### src/logic/ddrseq_pkg.sv
// Package for the DDR SDRAM init and refresh sequencer (host side).
// Assumes a 100 MHz system clock and an APB register port.
package ddrseq_pkg;
	localparam int unsigned CLK_PERIOD_NS = 10;
	// Timing figures in their own units.
	localparam int unsigned POWERUP_WAIT_US = 200;
	localparam int unsigned PRECHARGE_PERIOD_NS = 15;
	localparam int unsigned MODE_LOAD_DELAY_NS = 12;
	localparam int unsigned REFRESH_CYCLE_TIME_NS = 75;
	localparam int unsigned REFRESH_MAX_GAP_NS = 70300;
	localparam int unsigned DLL_LOCK_CYCLES = 200;
	localparam int unsigned MAX_POSTED_REFRESH = 8;
	// Derived cycle counts; least times round up.
	localparam int unsigned POWERUP_CYC =
		(POWERUP_WAIT_US * 1000 + CLK_PERIOD_NS - 1) / CLK_PERIOD_NS;
	localparam int unsigned PRECHARGE_CYC =
		(PRECHARGE_PERIOD_NS + CLK_PERIOD_NS - 1) / CLK_PERIOD_NS;
	localparam int unsigned MODE_LOAD_CYC =
		(MODE_LOAD_DELAY_NS + CLK_PERIOD_NS - 1) / CLK_PERIOD_NS;
	localparam int unsigned REFRESH_CYC =
		(REFRESH_CYCLE_TIME_NS + CLK_PERIOD_NS - 1) / CLK_PERIOD_NS;
	// Longest time rounds down.
	localparam int unsigned REFRESH_GAP_CYC =
		REFRESH_MAX_GAP_NS / CLK_PERIOD_NS;
	localparam int unsigned CNT_W = 16;
	// Command encodings as {cs_n, ras_n, cas_n, we_n}.
	localparam logic [3:0] CMD_DESELECT = 4'h8;
	localparam logic [3:0] CMD_NOP = 4'h7;
	localparam logic [3:0] CMD_PRECHARGE = 4'h2;
	localparam logic [3:0] CMD_REFRESH = 4'h1;
	localparam logic [3:0] CMD_LOAD_MODE = 4'h0;
	localparam int unsigned ADDR_W = 13;
	localparam int unsigned BA_W = 2;
	localparam int unsigned ALL_BANKS_BIT = 10;
	localparam int unsigned EXT_DLL_DISABLE_BIT = 0;
	localparam int unsigned EXT_DRIVE_STRENGTH_BIT = 1;
	localparam int unsigned MODE_DLL_RESET_BIT = 8;
	localparam logic [1:0] BA_BASE_MODE = 2'h0;
	localparam logic [1:0] BA_EXT_MODE = 2'h1;
	// APB register offsets.
	localparam logic [7:0] REG_CTRL = 8'h00;
	localparam logic [7:0] REG_MODE = 8'h04;
	localparam logic [7:0] REG_STATUS = 8'h08;
	localparam int unsigned CTRL_START = 0;
	localparam int unsigned CTRL_REDUCED_DRIVE = 1;
	localparam int unsigned CTRL_DLL_CLEAR = 2;
	localparam int unsigned CTRL_REFRESH_EN = 3;
	localparam int unsigned CTRL_DLL_RELOCK = 4;
	localparam int unsigned ST_DONE = 0;
	localparam int unsigned ST_DLL_LOCKED = 1;
	localparam int unsigned ST_BUSY = 2;
	localparam logic [ADDR_W-1:0] MODE_RESET_VAL = 13'h0032;
	typedef enum logic [4:0] {
		DDRSEQ_IDLE, DDRSEQ_POWERUP, DDRSEQ_NOP1, DDRSEQ_PRE1,
		DDRSEQ_PRE1_WAIT, DDRSEQ_EMR, DDRSEQ_EMR_WAIT, DDRSEQ_MR,
		DDRSEQ_MR_WAIT, DDRSEQ_PRE2, DDRSEQ_PRE2_WAIT, DDRSEQ_REF1,
		DDRSEQ_REF1_WAIT, DDRSEQ_REF2, DDRSEQ_REF2_WAIT, DDRSEQ_MR2,
		DDRSEQ_MR2_WAIT, DDRSEQ_READY, DDRSEQ_AREF, DDRSEQ_AREF_WAIT,
		DDRSEQ_RELOCK, DDRSEQ_RELOCK_WAIT
	} ddrseq_state_e;
endpackage

### src/logic/ddrseq_apb_if.sv
// Interface between the sequencer core and its APB register slave.
// Assumes both ends sit on the same clock.
`timescale 1ns/1ps
interface ddrseq_apb_if;
	import ddrseq_pkg::*;
	logic [ADDR_W-1:0] ctrl;
	logic [ADDR_W-1:0] mode;
	logic start_pulse;
	logic relock_pulse;
	logic [2:0] status;
	modport regs (output ctrl, output mode, output start_pulse,
		output relock_pulse, input status);
	modport core (input ctrl, input mode, input start_pulse,
		input relock_pulse, output status);
endinterface

### src/logic/ddrseq_apb_regs.sv
// APB slave holding control, mode-word and status registers.
// Assumes an APB master on clk; answers every access with zero wait.
`timescale 1ns/1ps
module ddrseq_apb_regs
	import ddrseq_pkg::*;
(
	// Clock and reset
	input wire logic clk,
	input wire logic resetn,
	// APB
	input wire logic psel,
	input wire logic penable,
	input wire logic pwrite,
	input wire logic [7:0] paddr,
	input wire logic [31:0] pwdata,
	output logic [31:0] prdata,
	output logic pready,
	output logic pslverr,
	// Core side
	ddrseq_apb_if.regs bus
);
	typedef struct packed {
		logic [ADDR_W-1:0] ctrl;
		logic [ADDR_W-1:0] mode;
		logic start_pulse;
		logic relock_pulse;
		logic [31:0] prdata;
		logic pslverr;
	} ddrseq_regs_s;
	ddrseq_regs_s r;
	ddrseq_regs_s next_r;
	logic acc;
	assign acc = psel && penable;
	always_comb
	begin
		next_r = r;
		next_r.start_pulse = 1'b0;
		next_r.relock_pulse = 1'b0;
		if (psel && !penable)
		begin
			next_r.pslverr = !(paddr == REG_CTRL || paddr == REG_MODE ||
				paddr == REG_STATUS);
			unique case (paddr)
				REG_CTRL: next_r.prdata = {19'h0, r.ctrl};
				REG_MODE: next_r.prdata = {19'h0, r.mode};
				REG_STATUS: next_r.prdata = {29'h0, bus.status};
				default: next_r.prdata = 32'h0;
			endcase
		end
		if (acc && pwrite)
		begin
			if (paddr == REG_CTRL)
			begin
				next_r.ctrl = pwdata[ADDR_W-1:0];
				next_r.start_pulse = pwdata[CTRL_START];
				next_r.relock_pulse = pwdata[CTRL_DLL_RELOCK];
			end
			if (paddr == REG_MODE)
				next_r.mode = pwdata[ADDR_W-1:0];
		end
		if (!resetn)
		begin
			next_r = '0;
			next_r.mode = MODE_RESET_VAL;
		end
	end
	always_ff @(posedge clk)
		r <= next_r;
	assign prdata = r.prdata;
	assign pslverr = r.pslverr;
	assign pready = 1'b1;
	assign bus.ctrl = r.ctrl;
	assign bus.mode = r.mode;
	assign bus.start_pulse = r.start_pulse;
	assign bus.relock_pulse = r.relock_pulse;
endmodule

### src/logic/ddrseq_top.sv
// Host-side DDR SDRAM power-up and refresh sequencer with APB control.
// Assumes the memory is clocked from clk and commands are sampled on it.
// Behaviour
// - Never let more than eight refreshes become overdue or posted.
// - Issue auto refresh at gaps no longer than 70.3 us.
// - Keep clock enable high from refresh until its cycle time ends.
// - Auto-precharge accesses only once row active time is met.
// - After clock change reset the DLL, then wait 200 cycles.
// - At power-up hold clock enable low, wait at least 200 us.
// - Raise clock enable and give a no-operation before other commands.
// - Precharge all, then wait precharge period with idle commands.
// - Precharge period is at least 15 ns.
// - Extended mode load enables DLL, sets drive strength, rest zero.
// - After each mode load wait mode-load delay with idle commands.
// - Base mode load with DLL reset; 200 cycles before any read.
// - Second precharge all, then wait the precharge period idle.
// - Two auto refreshes, each followed by refresh cycle time idle.
// - Optionally reload base mode with DLL reset bit cleared.
//
// The address map and the APB register port are this design's own decisions.
`timescale 1ns/1ps
module ddrseq_top
	import ddrseq_pkg::*;
#(
	parameter int unsigned POWERUP_CYCLES = POWERUP_CYC,
	parameter int unsigned REFRESH_GAP_CYCLES = REFRESH_GAP_CYC
)
(
	// Clock and reset
	input wire logic clk,
	input wire logic resetn,
	// APB
	input wire logic psel,
	input wire logic penable,
	input wire logic pwrite,
	input wire logic [7:0] paddr,
	input wire logic [31:0] pwdata,
	output logic [31:0] prdata,
	output logic pready,
	output logic pslverr,
	// Memory command pins
	output logic mem_cke,
	output logic mem_cs_n,
	output logic mem_ras_n,
	output logic mem_cas_n,
	output logic mem_we_n,
	output logic [BA_W-1:0] mem_ba,
	output logic [ADDR_W-1:0] mem_addr
);
	localparam logic [CNT_W-1:0] PRE_CNT = CNT_W'(PRECHARGE_CYC);
	localparam logic [CNT_W-1:0] MRD_CNT = CNT_W'(MODE_LOAD_CYC);
	localparam logic [CNT_W-1:0] RFC_CNT = CNT_W'(REFRESH_CYC);
	localparam logic [CNT_W-1:0] DLL_CNT = CNT_W'(DLL_LOCK_CYCLES);
	localparam logic [CNT_W-1:0] PWR_CNT = CNT_W'(POWERUP_CYCLES);
	localparam logic [CNT_W-1:0] GAP_CNT = CNT_W'(REFRESH_GAP_CYCLES);
	localparam logic [CNT_W-1:0] ONE = CNT_W'(1);
	// Latest cycle at which the lock flag may rise after a DLL reset load.
	localparam int DLL_WAIT_MAX = DLL_LOCK_CYCLES + 2;

	typedef struct packed {
		ddrseq_state_e state;
		logic [CNT_W-1:0] wait_cnt;
		logic [CNT_W-1:0] gap_cnt;
		logic [CNT_W-1:0] dll_cnt;
		logic dll_locked;
		logic done;
		logic cke;
		logic [3:0] cmd;
		logic [BA_W-1:0] ba;
		logic [ADDR_W-1:0] addr;
	} ddrseq_core_s;
	ddrseq_core_s s;
	ddrseq_core_s next_s;
	ddrseq_apb_if rif();

	ddrseq_apb_regs u_regs (
		.clk(clk),
		.resetn(resetn),
		.psel(psel),
		.penable(penable),
		.pwrite(pwrite),
		.paddr(paddr),
		.pwdata(pwdata),
		.prdata(prdata),
		.pready(pready),
		.pslverr(pslverr),
		.bus(rif.regs)
	);

	logic wait_over;
	assign wait_over = (s.wait_cnt <= ONE);
	assign rif.status = {s.state != DDRSEQ_READY && s.state != DDRSEQ_IDLE,
		s.dll_locked, s.done};

	// Issues a command for one cycle and loads the wait that follows it.
	function automatic ddrseq_core_s issue(input ddrseq_core_s c,
		input logic [3:0] cmd, input logic [BA_W-1:0] ba,
		input logic [ADDR_W-1:0] addr, input logic [CNT_W-1:0] wt,
		input ddrseq_state_e nxt);
		ddrseq_core_s o;
		o = c;
		o.cmd = cmd;
		o.ba = ba;
		o.addr = addr;
		o.wait_cnt = wt;
		o.state = nxt;
		return o;
	endfunction

	always_comb
	begin
		logic [ADDR_W-1:0] ext_word;
		logic [ADDR_W-1:0] mode_word;
		ext_word = '0;
		ext_word[EXT_DLL_DISABLE_BIT] = 1'b0;
		ext_word[EXT_DRIVE_STRENGTH_BIT] = rif.ctrl[CTRL_REDUCED_DRIVE];
		mode_word = rif.mode;
		next_s = s;
		next_s.cmd = CMD_NOP;
		next_s.ba = '0;
		next_s.addr = '0;
		if (s.wait_cnt != '0)
			next_s.wait_cnt = s.wait_cnt - ONE;
		// The DLL lock counter runs apart from the state walk.
		// The flag rises only as a count ends, so it reads low out of reset.
		if (s.dll_cnt != '0)
		begin
			next_s.dll_cnt = s.dll_cnt - ONE;
			if (s.dll_cnt == ONE)
				next_s.dll_locked = 1'b1;
		end
		// The gap runs from the last refresh, the init ones included, so the
		// first periodic refresh is not late.
		if (s.gap_cnt != '0)
			next_s.gap_cnt = s.gap_cnt - ONE;
		unique case (s.state)
			DDRSEQ_IDLE:
				if (rif.start_pulse)
				begin
					next_s.state = DDRSEQ_POWERUP;
					next_s.wait_cnt = PWR_CNT;
					next_s.cke = 1'b0;
				end
			DDRSEQ_POWERUP:
				if (wait_over)
				begin
					next_s.cke = 1'b1;
					next_s.state = DDRSEQ_NOP1;
				end
			DDRSEQ_NOP1:
				next_s.state = DDRSEQ_PRE1;
			DDRSEQ_PRE1:
				next_s = issue(next_s, CMD_PRECHARGE, '0,
					ADDR_W'(1) << ALL_BANKS_BIT, PRE_CNT,
					DDRSEQ_PRE1_WAIT);
			DDRSEQ_PRE1_WAIT:
				if (wait_over)
					next_s.state = DDRSEQ_EMR;
			DDRSEQ_EMR:
				next_s = issue(next_s, CMD_LOAD_MODE, BA_EXT_MODE, ext_word,
					MRD_CNT, DDRSEQ_EMR_WAIT);
			DDRSEQ_EMR_WAIT:
				if (wait_over)
					next_s.state = DDRSEQ_MR;
			DDRSEQ_MR:
			begin
				mode_word[MODE_DLL_RESET_BIT] = 1'b1;
				next_s = issue(next_s, CMD_LOAD_MODE, BA_BASE_MODE, mode_word,
					MRD_CNT, DDRSEQ_MR_WAIT);
				next_s.dll_cnt = DLL_CNT;
				next_s.dll_locked = 1'b0;
			end
			DDRSEQ_MR_WAIT:
				if (wait_over)
					next_s.state = DDRSEQ_PRE2;
			DDRSEQ_PRE2:
				next_s = issue(next_s, CMD_PRECHARGE, '0,
					ADDR_W'(1) << ALL_BANKS_BIT, PRE_CNT,
					DDRSEQ_PRE2_WAIT);
			DDRSEQ_PRE2_WAIT:
				if (wait_over)
					next_s.state = DDRSEQ_REF1;
			DDRSEQ_REF1:
				next_s = issue(next_s, CMD_REFRESH, '0, '0, RFC_CNT,
					DDRSEQ_REF1_WAIT);
			DDRSEQ_REF1_WAIT:
				if (wait_over)
					next_s.state = DDRSEQ_REF2;
			DDRSEQ_REF2:
			begin
				next_s = issue(next_s, CMD_REFRESH, '0, '0, RFC_CNT,
					DDRSEQ_REF2_WAIT);
				next_s.gap_cnt = GAP_CNT;
			end
			DDRSEQ_REF2_WAIT:
				if (wait_over)
					next_s.state = rif.ctrl[CTRL_DLL_CLEAR] ? DDRSEQ_MR2 :
						DDRSEQ_READY;
			DDRSEQ_MR2:
			begin
				mode_word[MODE_DLL_RESET_BIT] = 1'b0;
				next_s = issue(next_s, CMD_LOAD_MODE, BA_BASE_MODE, mode_word,
					MRD_CNT, DDRSEQ_MR2_WAIT);
			end
			DDRSEQ_MR2_WAIT:
				if (wait_over)
					next_s.state = DDRSEQ_READY;
			DDRSEQ_READY:
			begin
				next_s.done = 1'b1;
				if (rif.relock_pulse)
					next_s.state = DDRSEQ_RELOCK;
				else if (s.done && rif.ctrl[CTRL_REFRESH_EN] &&
					s.gap_cnt <= RFC_CNT)
					next_s.state = DDRSEQ_AREF;
			end
			DDRSEQ_AREF:
			begin
				// Refreshing one at a time leaves none posted at all.
				next_s = issue(next_s, CMD_REFRESH, '0, '0, RFC_CNT,
					DDRSEQ_AREF_WAIT);
				next_s.gap_cnt = GAP_CNT;
			end
			DDRSEQ_AREF_WAIT:
				if (wait_over)
					next_s.state = DDRSEQ_READY;
			DDRSEQ_RELOCK:
			begin
				mode_word[MODE_DLL_RESET_BIT] = 1'b1;
				next_s = issue(next_s, CMD_LOAD_MODE, BA_BASE_MODE, mode_word,
					MRD_CNT, DDRSEQ_RELOCK_WAIT);
				next_s.dll_cnt = DLL_CNT;
				next_s.dll_locked = 1'b0;
			end
			DDRSEQ_RELOCK_WAIT:
				if (wait_over)
					next_s.state = DDRSEQ_READY;
			default:
				next_s.state = DDRSEQ_IDLE;
		endcase
		if (!resetn)
		begin
			next_s = '0;
			next_s.state = DDRSEQ_IDLE;
			next_s.cmd = CMD_NOP;
		end
	end

	always_ff @(posedge clk)
		s <= next_s;

	// No reads are issued by this block, so put nothing here.
	assign mem_cke = s.cke;
	assign {mem_cs_n, mem_ras_n, mem_cas_n, mem_we_n} = s.cmd;
	assign mem_ba = s.ba;
	assign mem_addr = s.addr;

	logic is_ref;
	logic is_pre;
	assign is_ref = (s.cmd == CMD_REFRESH);
	assign is_pre = (s.cmd == CMD_PRECHARGE);

	a_refresh_cke_high: assert property (@(posedge clk) disable iff (!resetn)
		is_ref |-> mem_cke [*8])
		else $error("clock enable fell during refresh cycle");
	a_precharge_idle: assert property (@(posedge clk) disable iff (!resetn)
		is_pre |=> (s.cmd == CMD_NOP) [*2])
		else $error("command issued inside precharge period");
	a_refresh_idle: assert property (@(posedge clk) disable iff (!resetn)
		is_ref |=> (s.cmd == CMD_NOP) [*8])
		else $error("command issued inside refresh cycle time");
	a_mode_load_idle: assert property (@(posedge clk) disable iff (!resetn)
		(s.cmd == CMD_LOAD_MODE) |=> (s.cmd == CMD_NOP) [*2])
		else $error("command issued inside mode load delay");
	a_powerup_cke_low: assert property (@(posedge clk) disable iff (!resetn)
		(s.state == DDRSEQ_POWERUP && s.wait_cnt > ONE) |-> !mem_cke)
		else $error("clock enable high during power-up wait");
	a_nop_first: assert property (@(posedge clk) disable iff (!resetn)
		$rose(mem_cke) |-> s.cmd == CMD_NOP ##1 s.cmd == CMD_NOP)
		else $error("no idle command after clock enable rose");
	a_ext_mode_word: assert property (@(posedge clk) disable iff (!resetn)
		(s.cmd == CMD_LOAD_MODE && s.ba == BA_EXT_MODE) |->
		s.addr[ADDR_W-1:EXT_DRIVE_STRENGTH_BIT+1] == '0 &&
		!s.addr[EXT_DLL_DISABLE_BIT])
		else $error("extended mode word has bad bits");
	a_dll_lock_wait: assert property (@(posedge clk) disable iff (!resetn)
		(s.cmd == CMD_LOAD_MODE && s.addr[MODE_DLL_RESET_BIT] &&
		s.ba == BA_BASE_MODE) |=> !s.dll_locked [*8])
		else $error("lock flag set too early after DLL reset");
	a_dll_lock_done: assert property (@(posedge clk) disable iff (!resetn)
		(s.cmd == CMD_LOAD_MODE && s.addr[MODE_DLL_RESET_BIT] &&
		s.ba == BA_BASE_MODE) |-> ##[1:DLL_WAIT_MAX] s.dll_locked)
		else $error("lock flag not set after DLL wait");
	a_refresh_gap: assert property (@(posedge clk) disable iff (!resetn)
		(s.done && rif.ctrl[CTRL_REFRESH_EN] && s.state == DDRSEQ_READY &&
		!rif.relock_pulse && s.gap_cnt <= RFC_CNT) |-> ##2 is_ref)
		else $error("refresh not issued when gap ran out");
	c_init_done: cover property (@(posedge clk) $rose(s.done));
	c_periodic_ref: cover property (@(posedge clk) s.done && is_ref);
	c_dll_clear: cover property (@(posedge clk)
		s.state == DDRSEQ_MR2_WAIT);
	c_relock: cover property (@(posedge clk) s.state == DDRSEQ_RELOCK);
endmodule
### config.mk
export PLATFORM = sky130hd
export DESIGN_NAME = ddrseq_top
export DESIGN_NICKNAME = d
export VERILOG_FILES = /design/src/logic/ddrseq_pkg.sv /design/src/logic/ddrseq_apb_if.sv /design/src/logic/ddrseq_apb_regs.sv /design/src/logic/ddrseq_top.sv
export SDC_FILE = /design/constraint.sdc
export NUM_CORES = 1
export LEC_CHECK = 0
export BUFFER_PORTS_ARGS = -buffer_cell sky130_fd_sc_hd__buf_2
export CORE_ASPECT_RATIO = 0.8
export CORE_MARGIN = 3
export CORE_UTILIZATION = 50
export CTS_CLUSTER_SIZE = 28
export DETAILED_ROUTE_END_ITERATION = 8
export GPL_TIMING_DRIVEN = 0
export MAX_ROUTING_LAYER = met4
export PLACE_DENSITY = 0.8
export SYNTH_ARGS = -nofsm -noshare
export SYNTH_HDL_FRONTEND = slang
export SYNTH_SLANG_ARGS = --single-unit
### constraint.sdc
create_clock -name clk -period 2.93 [get_ports clk]
set_clock_uncertainty 0.2 [all_clocks]
set_input_delay 0.293 -clock clk [delete_from_list [all_inputs] [get_ports clk]]
set_output_delay 0.293 -clock clk [all_outputs]
set_load 0.02 [all_outputs]
Word-level counts from Yosys, hierarchy flattened
Cells that the tools add are included.
W data, S select, Z words.
- bits in registers: 136
- bits in latches: 0
- memory bits (writable): 0
- bits in read-only memories: 0
- bits of input ports: 45
- output and inout bits: 54
- word-level logic and storage cells: 108
- memories kept: 0
- add/sub/neg operators: 3
- $mul: 0
- divide/modulo/power cells: 0
- $lt $le $gt $ge: 2
- equality and inequality tests: 35
- shifts and indexed selects: 0
- muxes and demuxes: 24
- bitwise operators: 0
- reduce and logical (&&, ||, !) cells: 28
- operator list (operator ; count):
    $pmux W5 S20 ; 1
    $pmux W18 S5 ; 1
    $pmux W33 S2 ; 1
    $mux W5 ; 11
    $pmux W16 S3 ; 1
    $reduce_bool A16 Y1 ; 3
    $sub A16 B1 Y16 const B ; 3
    $eq A5 B4 Y1 const B ; 8
    $pmux W13 S3 ; 1
    $mux W16 ; 2
    $eq A5 B5 Y1 const B ; 6
    $mux W21 ; 1
    $eq A5 B3 Y1 const B ; 4
    $mux W17 ; 1
    $eq A16 B1 Y1 const B ; 1
    $le A16 B1 Y1 const B ; 1
    $le A16 B4 Y1 const B ; 1
    $ne A2 B2 Y1 const B ; 7
    $eq A5 B2 Y1 const B ; 2
    $reduce_and A10 Y1 ; 1
    $eq A8 B3 Y1 const B ; 1
    $eq A8 B4 Y1 const B ; 1
    $logic_not A8 Y1 ; 1
    $logic_and A1 B1 Y1 ; 6
    16 further kinds ; 26

Depth between registers and ports, before layout
Gate-level depths: netlist of run 1.
- depth after elaboration: 5
- depth in mapped cells: 8
- mapped depth without buffers: 7

Modules after synthesis
A second synthesis of run 1 with hierarchy kept.
- cells, all modules: 640
- area, all modules: 5586.6 µm²
- by module, submodules not included (module ; times used ; cells each ; area each (µm²) ; sequential area each (µm²)):
    ddrseq_top ; 1 ; 424 ; 3583.4 ; 1461.4
    ddrseq_apb_regs ; 1 ; 216 ; 2003.2 ; 840.8

Worst setup path after synthesis of run 1
OpenSTA, ideal clock, no wires.
- path type: flip-flop to flip-flop
- start point: register s[22] (netlist name)
- end point: register s[32] (netlist name)
- library setup time: 128 ps
- arrival time: 2050 ps
- required time: 2602 ps
- path slack: 552 ps
- stages on the path, launching flop included: 8
- buffers on the path: 0
- period minus slack after synthesis: 2378 ps
- path through: dfxtp_1 inv_1 ha_1 or3b_2 nor4b_1 nor4_1 xnor2_1 nor2_1
- cells in the longest elaborated chain, start to end: 3
- elaborated cells on any way between the ends: 4
- classes of those cells: add/sub: 1; mux: 2; reduce/logical: 1
- RTL lines (element ; line ; text):
    start, declared ; ddrseq_top.sv:72 ; ddrseq_core_s s;
    start signal, assigned ; ddrseq_top.sv:250 ; s <= next_s;
    $sub A16 B1 Y16 / $reduce_bool A16 Y1 (equally long branches) ; ddrseq_top.sv:128, ddrseq_top.sv:126 ;
    $mux W17 * ; ddrseq_top.sv:126 ; if (s.dll_cnt != '0)
    $pmux W33 S2 * ; ddrseq_top.sv:136 ; unique case (s.state)
Every way passes the cells marked *; elsewhere a longest branch is shown, timed or not.
A chain may end at the register's enable or synchronous reset.

Worst setup path after layout of run 1
Same ends and word-level chain as after synthesis.

==> flow_metrics.tcl, run 1 <==
set metrics [dict create \
    diodes 0 \
    drtIter0Drc 363 \
    core.rowCount 33 \
    chipWidth_um 123 \
    synth_flop_cell "dfxtp_1" \
    cp.required_ns 3.02 \
    via_per_inst 5.42 \
    maxSlewHeadroom 0.259 \
    synth_warnings 0 \
    dieArea_mm2 0.0122 \
    numCtsBuffers 17 \
    clock_path_buffers 2 \
    grt_pass1_wl_um 22000 \
    worst_pin_slew_ns 1.10 \
    syn_to_final_growth_pct 23.4 \
    portBuffers 56 \
    rr_endpoint "s[32]" \
    netlist_area_mm2 0.00545 \
    power.total_mw 6.26 \
    finalCritPeriodShare 0.922 \
    wire_per_inst_um 15.2 \
    min_to "s[55]" \
    endpoint_kind "flop" \
    routed_wl_um 13500 \
    grt_max_degree 17 \
    max_freq_mhz 370 \
    dp_hpwl_um 9400 \
    yosysSeqAreaShare 0.423 \
    p_per_area_mw_per_mm2 932 \
    hold_slack_ns 0.0318 \
    holdPathStages 3 \
    comb_power_share 0.325 \
    reg2reg_from "s[22]" \
    hold_violations 0 \
    crit_path_start_kind "flop" \
    synthDistinctLibCells 56 \
    grt_usage 0.233 \
    cts_setup_buffers 0 \
    grt_pass1_vias 4621 \
    root_buffer "clkbuf_16" \
    dp_slack_ns -0.00753 \
    drc 0 \
    path_clk_slew_ns 0.06 \
    arrival_ns 2.80 \
    fin_util 0.643 \
    power.leakage_nw 2.86 \
    grt_overflow 0 \
    syn_inst 630 \
    final_cell_mix "dfxtp_1, nor2_1, buf_2" \
    synth_top_cell_area_share 0.423 \
    postRouteAntennaNets 0 \
    min_path_type "in2reg" \
    synth_edf_count 0 \
    via_count 4833 \
    gp_congestion 0.902 \
    min_period_ns 2.70 \
    final_common_cell "dfxtp_1" \
    insertion_delay_ns 0.42 \
    ys_ff_latch 115 \
    p_seq_frac 0.335 \
    power_frac_clock 0.339 \
    ir_worst_vdd_uv 529 \
    slew_violations 0 \
    dp_cells 846 \
    yosys.area.top_type "dfxtp_1" \
    setup_viol_count_final 0 \
    rsz0062_at_grt "no" \
    cts_sinks 115 \
    worst_hold_startpoint "resetn" \
    post-route-cell-area_mm2 0.00672 \
    finalNetCount 791 \
    placed_cell_area_mm2 0.00598 \
    maxCapViolations 0 \
    async_reset_ff_frac 0 \
    setup_tns_ns 0 \
    finalNonFillerCells 891 \
    outcome "finished, final reports clean" \
    fin_ws_ns 0.229 \
    cts_tree "done" \
    cp_max_fo 6 \
    grt_antenna_before_repair 0 \
    drive_gt1_frac 0.189 \
    p_sw_mw 2.21 \
    path_class "reg2reg" \
    synthTopCellsByArea "dfxtp_1, mux2i_1, nor2_1" \
    core_area_mm2 0.0104 \
    switching_share 0.353 \
    synth.avg_cell_area_um2 8.65 \
    htree_levels 4 \
    firstDrtPassIters 5 \
    ios 99 \
    die_height_um 99.4 \
    r2r_setup_slack_ns 0.23 \
    p_int_mw 4.05 \
    start_util 0.521 \
    r2r_cells 7 \
]
worst max path at each step:
stage,to,cells past startpoint,startpoint,slack (ns)
3_3_place_gp,mem_addr[9],6,s[71],0.03
5_1_grt,s[32],7,s[22],0.06
3_5_place_dp,mem_addr[7],6,s[74],-0.008
2_1_floorplan,s[32],7,s[22],0.55
6_report,s[32],7,s[22],0.23
4_1_cts,s[32],7,s[22],0.24
cell families (layout without fill, tap and decap cells):
| logic type | count (synthesis) | after routing | synth area share |
|---|---|---|---|
| and+or+nand+nor | 243 | 243 | 0.224 |
| adders and majority gates | 8 | 8 | 0.0184 |
| DFF | 115 | 115 | 0.423 |
| muxes | 35 | 35 | 0.0648 |
| xor gates and xnor gates | 36 | 36 | 0.0579 |
| other | 2 | 22 | 0.00138 |
| buffers and inverters | 80 | 181 | 0.0818 |
| AOI/OAI and AO/OA | 111 | 111 | 0.130 |
timing repair:
| action | 4_1_cts | 5_1_grt |
|---|---|---|
| resized for setup | 1 | 0 |
| hold endpoints to repair | 28 | 0 |
| hold buffers | 13 | 0 |
| endpoints found under the setup margin | 4 | 0 |
sequential cells by signal (all words and copies together), names as in the netlist, 2 cells and up:
signal and count:
s 53, u_regs.bus.mode 13, u_regs.bus.ctrl 13, rif.status 2, mem_addr 13, u_regs.prdata 13
final cells by class:
type                            count  area (µm²)
Buffer                             63         382
Multi-Input combinational cell    455        2780
Fill cell                         850        3730
Timing Repair Buffer               69         410
Sequential cell                   115        2300
Clock inverter                     15         181
Clock buffer                       17         425
Inverter                           17        63.8
Tap cell                          140         175
metal layers:
metal  up-vias  global-route usage  part of all wire
met5         -                   -                 0
met4         0              0.0869             0.020
met3        28              0.0569             0.062
met2       149               0.359              0.47
met1      2281               0.298              0.45
li1       2375                   -                 -
cells in the mapped netlist, types with 2 or more instances:
cell	instances
or4_1	2
nor3_1	13
nor3b_1	3
nor2_1	81
o21ai_0	32
a21oi_1	21
o21a_1	9
xor2_1	17
xnor2_1	19
ha_1	8
dfxtp_1	115
a211o_1	2
o22ai_1	3
buf_1	3
buf_4	36
nor4_1	19
inv_1	16
o211ai_1	4
and3_1	5
or2_2	4
nor2b_1	5
o31ai_1	8
a31oi_1	5
mux2i_1	33
nand4_1	10
a211oi_1	2
nand3_1	14
nand4b_1	2
mux2_2	2
nand3b_1	4
a41oi_1	2
a21o_1	2
or4_2	2
nor3_2	2
or3_1	8
nand2b_1	7
buf_2	2
clkbuf_1	21
a22oi_1	14
nand2_1	44
and2_1	13
conb_1	2
power groups by stage:
stage                     clock network (mW)  registers (mW)  logic (mW)
final                                   2.12            2.10        2.04
after global routing                    2.22            2.14        2.29
after CTS                               2.14            2.09        2.03
after detailed placement                   0            2.12        2.00
after global placement                     0            2.09        1.89
after floorplan                            0            2.06        1.64
critical path, stage by stage, from the launching register on:
cell     delay, ns
dfxtp_1       0.33
inv_1         0.12
ha_1          0.21
or3b_2        0.53
nor4b_1       0.77
nor4_1        0.15
xnor2_1       0.21
nor2_1        0.05
(Power assumes the default switching activity.)
==> run 2: changes to the inputs <==
- CELL_PAD_IN_SITES_DETAIL_PLACEMENT: unset -> 0
- CELL_PAD_IN_SITES_GLOBAL_PLACEMENT: unset -> 1
- CORE_UTILIZATION: 50 -> 42
- PLACE_DENSITY: 0.8 -> 0.87
==> run 2 against run 1 <==
Final cell count grew 3.4%. Sequential power is essentially flat. Maximum frequency is 4.2% higher. Global-route usage shrank 3.3 points. Worst setup slack better by 0.11 ns. Combinational power is 2% higher. Critical path depth shrank 2. First-iteration DRC count shrank 33%. Wire length is 2.4% higher. Via count shrank 1.2%. Largest cell class unchanged.
==> flow_metrics.tcl, run 2 (same netlist as run 1, synthesis figures left out) <==
set metrics [dict create \
    drtIter0Drc 242 \
    path_buf_inv 1 \
    postRouteAntennaNets 0 \
    core_area_mm2 0.0124 \
    chipWidth_um 133 \
    r2r_cells 5 \
    drive_gt1_frac 0.188 \
    setup_viol_count_final 0 \
    top_register "s" \
    endpoint_kind "flop" \
    fin_util 0.544 \
    crit_family "simple AND/OR/NAND/NOR gates" \
    diodes 0 \
    rsz0062_at_grt "no" \
    path_class "reg2reg" \
    grt_usage 0.200 \
    dp_hpwl_um 9580 \
    drc 0 \
    grt_pass1_vias 4612 \
    final_cell_mix "dfxtp_1, nor2_1, buf_2" \
    cts_setup_buffers 0 \
    grt_max_degree 17 \
    power.leakage_nw 2.86 \
    dieArea_mm2 0.0144 \
    via_per_inst 5.18 \
    hold_violations 0 \
    cts_sinks 115 \
    largest_reg_flops 53 \
    cp.required_ns 3.09 \
    slew_violations 0 \
    die_height_um 108 \
    finalCritPeriodShare 0.885 \
    syn_to_final_growth_pct 24.2 \
    portBuffers 56 \
    grt_antenna_before_repair 0 \
    max_freq_mhz 386 \
    grt_overflow 0 \
    ios 99 \
    p_per_area_mw_per_mm2 932 \
    outcome "finished, final reports clean" \
    via_count 4773 \
    firstDrtPassIters 4 \
    gp_congestion 0.906 \
    cts_tree "done" \
    arrival_ns 2.75 \
    final_common_cell "dfxtp_1" \
    maxCapViolations 0 \
    fin_ws_ns 0.337 \
    finalNetCount 791 \
    root_buffer "clkbuf_16" \
    critPathSlowestCell "nor3b_2" \
    start_util 0.438 \
    numCtsBuffers 17 \
    worst_pin_slew_ns 1.17 \
    routed_wl_um 13800 \
    cp_max_fo 10 \
    grt_pass1_wl_um 22500 \
    min_period_ns 2.59 \
    dp_slack_ns -0.0238 \
    ir_worst_vdd_uv 573 \
    path_cells "clkbuf_1, nand3_1, a21boi_0, nor3b_2, and2_1" \
    core.rowCount 36 \
    holdPathStages 4 \
    cp.depth 5 \
    insertion_delay_ns 0.42 \
    clock_path_buffers 2 \
    max_stage_delay_ns 0.69 \
    min_path_type "in2reg" \
    path_clk_slew_ns 0.06 \
    wire_per_inst_um 15.0 \
    crit_path_start_kind "flop" \
    htree_levels 4 \
    maxSlewHeadroom 0.213 \
]
==> run 2: changes by cell type in the layout (fill, tap and decap cells not counted), sizes merged <==
cell      previous run  this run
clkbuf              38        41
inv                 20        19
clkinv               4         3
clkinvlp             5         3
==> run 2: layout make-up <==
| class | instances | area, µm² |
|---|---|---|
| fill | 1134 | 5670 |
| multi-input combinational | 455 | 2790 |
| clock buffer | 20 | 457 |
| inverter | 17 | 63.8 |
| sequential | 115 | 2300 |
| timing repair buffer | 69 | 410 |
| clock inverter | 11 | 153 |
| tap | 171 | 214 |
| buffer | 63 | 382 |
==> run 2: repair_timing <==
action / CTS / global route
pin swaps: 0 / 0
hold buffers: 13 / 0
endpoints found under the hold margin: 28 / 0
gates resized for setup: 1 / 1
setup endpoints to repair: 10 / 4
==> run 2: layer usage <==
layer,part of all wire,wire (µm),vias to the layer above,global-route usage
met1,0.48,6610,2264,0.253
met4,0.015,214,0,0.0624
met5,0,0,-,-
met3,0.045,630,25,0.0505
li1,-,-,2369,-
met2,0.46,6400,115,0.319
==> run 2: through the flow <==
step	TNS [ns]	power [mW]	hold WS, ns	cell area, µm²	instances
final	0	6.31	0.0895	6770	921
after global routing	0	6.69	0.127	6770	921
after CTS	0	6.29	0.0728	6760	921
after detailed placement	-0.107	4.14	0.240	6020	877
after global placement	0	4.03	0.235	6020	877
after floorplan	0	3.70	0.218	5520	650
==> run 2: path summary, 6_finish.rpt <==
kind	end	from	slack (ns)
max	mem_addr[7]	s[71]	0.34
min	u_regs.prdata[2]	paddr[3]	0.09
max reg2reg	mem_addr[7]	s[71]	0.34
min reg2reg	u_regs.prdata[7]	u_regs.prdata[7]	0.25
==> run 2: worst reg2reg max path, delay by kind of cell (launching register included) <==
kind / cells / cell delay [ns]
AOI/OAI and AO/OA: 1 / 0.36
buffers and inverters: 1 / 0.46
DFF: 1 / 0.43
and+or+nand+nor: 3 / 1.10
==> run 2: power by group <==
group          internal (mW)  switching (mW)
clock                   1.38           0.750
combinational          0.884            1.19
sequential              1.83           0.268
total                   4.10            2.21
==> run 3: changes to the inputs <==
- CORE_MARGIN: 3 -> 2
- CORE_UTILIZATION: 42 -> 28
- PLACE_DENSITY: 0.87 -> 0.64
==> run 3 against run 2 <==
Core utilization down 18 points. Wire length down 1.9%. Final cell count up 9.6%. Largest power group unchanged.
==> flow_metrics.tcl, run 3 (same netlist as run 1, synthesis figures left out) <==
set metrics [dict create \
    fin_util 0.362 \
    drive_gt1_frac 0.189 \
    maxSlewHeadroom 0.227 \
    power.leakage_nw 2.88 \
    setup_viol_count_final 0 \
    cts_sinks 115 \
    finalCritPeriodShare 0.911 \
    drc 0 \
    postRouteAntennaNets 0 \
    max_freq_mhz 375 \
    wire_per_inst_um 13.5 \
    htree_levels 4 \
    crit_path_start_kind "flop" \
    hold_violations 0 \
    top_register "s" \
    grt_pass1_vias 4399 \
    rsz0062_at_grt "no" \
    finalNetCount 791 \
    clock_path_buffers 2 \
    dp_hpwl_um 9700 \
    gp_congestion 0.888 \
    worst_pin_slew_ns 1.15 \
    cts_tree "done" \
    min_period_ns 2.67 \
    core_area_mm2 0.0190 \
    ir_worst_vdd_uv 377 \
    die_height_um 129 \
    dp_slack_ns -0.177 \
    dieArea_mm2 0.0206 \
    routed_wl_um 13600 \
    path_clk_slew_ns 0.06 \
    numCtsBuffers 17 \
    portBuffers 56 \
    root_buffer "clkbuf_16" \
    grt_max_degree 17 \
    endpoint_kind "flop" \
    cts_setup_buffers 0 \
    path_class "reg2reg" \
    core.rowCount 45 \
    min_path_type "in2reg" \
    drtIter0Drc 260 \
    diodes 0 \
    maxCapViolations 0 \
    final_cell_mix "dfxtp_1, nor2_1, buf_2" \
    syn_to_final_growth_pct 26.6 \
    start_util 0.286 \
    outcome "finished, final reports clean" \
    slew_violations 0 \
    chipWidth_um 160 \
    largest_reg_flops 53 \
    insertion_delay_ns 0.42 \
    via_count 4687 \
    ios 99 \
    fin_ws_ns 0.262 \
    arrival_ns 2.76 \
    cp_max_fo 6 \
    grt_antenna_before_repair 0 \
    p_per_area_mw_per_mm2 919 \
    grt_pass1_wl_um 22100 \
    firstDrtPassIters 5 \
    via_per_inst 4.65 \
    nFillCells 1998 \
    final_common_cell "dfxtp_1" \
    cp.required_ns 3.02 \
    grt_overflow 0 \
    grt_usage 0.139 \
]
-- run 3: cell count changes in the layout (fill, tap and decap cells not counted), sizes merged --
cell,before,now
clkinv,3,4
bufinv,3,4
clkbuf,41,40
-- run 3: final cells by class --
type | count | area, µm² | area share
Multi-Input combinational cell | 455 | 2780 | 0.403
Buffer | 63 | 382 | 0.0554
Inverter | 17 | 63.8 | 0.00926
Clock buffer | 19 | 453 | 0.0657
Clock inverter | 13 | 180 | 0.0261
Timing Repair Buffer | 69 | 410 | 0.0595
Sequential cell | 115 | 2300 | 0.334
Tap cell | 258 | 323 | 0.0468
-- run 3: worst max-delay path, cell delays in order (launching register included) --
cell and delay (ns):
dfxtp_1 0.32, inv_1 0.12, ha_1 0.19, or3b_2 0.53, nor4b_1 0.79, nor2_1 0.14
xnor2_1 0.19, nor2_1 0.05
-- run 3: metal layers --
layer	GRT usage	wire length, µm
met3	0.0342	586
met4	0.0530	220
met1	0.184	6910
met5	-	0
met2	0.207	5870
-- run 3: worst paths after layout --
path	cells after the start	end	slack (ns)	from
max	7	s[30]	0.26	s[22]
min	3	s[55]	0.09	resetn
max reg2reg	7	s[30]	0.26	s[22]
min reg2reg	2	u_regs.prdata[12]	0.25	u_regs.prdata[12]
-- run 3: power by group --
group,switching [mW],internal (mW)
clock,0.750,1.46
combinational,1.15,0.876
sequential,0.259,1.83
-- run 3: stage by stage --
step	setup TNS (ns)	cell area (µm²)	total power [mW]	instances	hold slack (ns)
after floorplan	0	5520	3.70	650	0.218
after global placement	-1.32	6120	4.06	964	0.234
after detailed placement	-1.73	6120	4.13	964	0.244
after CTS	0	6890	6.38	1009	0.0765
after global routing	0	6890	6.76	1009	0.113
final	0	6890	6.33	1009	0.0947
-- run 3: repair_timing --
action	CTS	global route
hold buffers	13	0
hold endpoints to repair	28	0
endpoints found under the setup margin	10	0
resized for setup	1	0
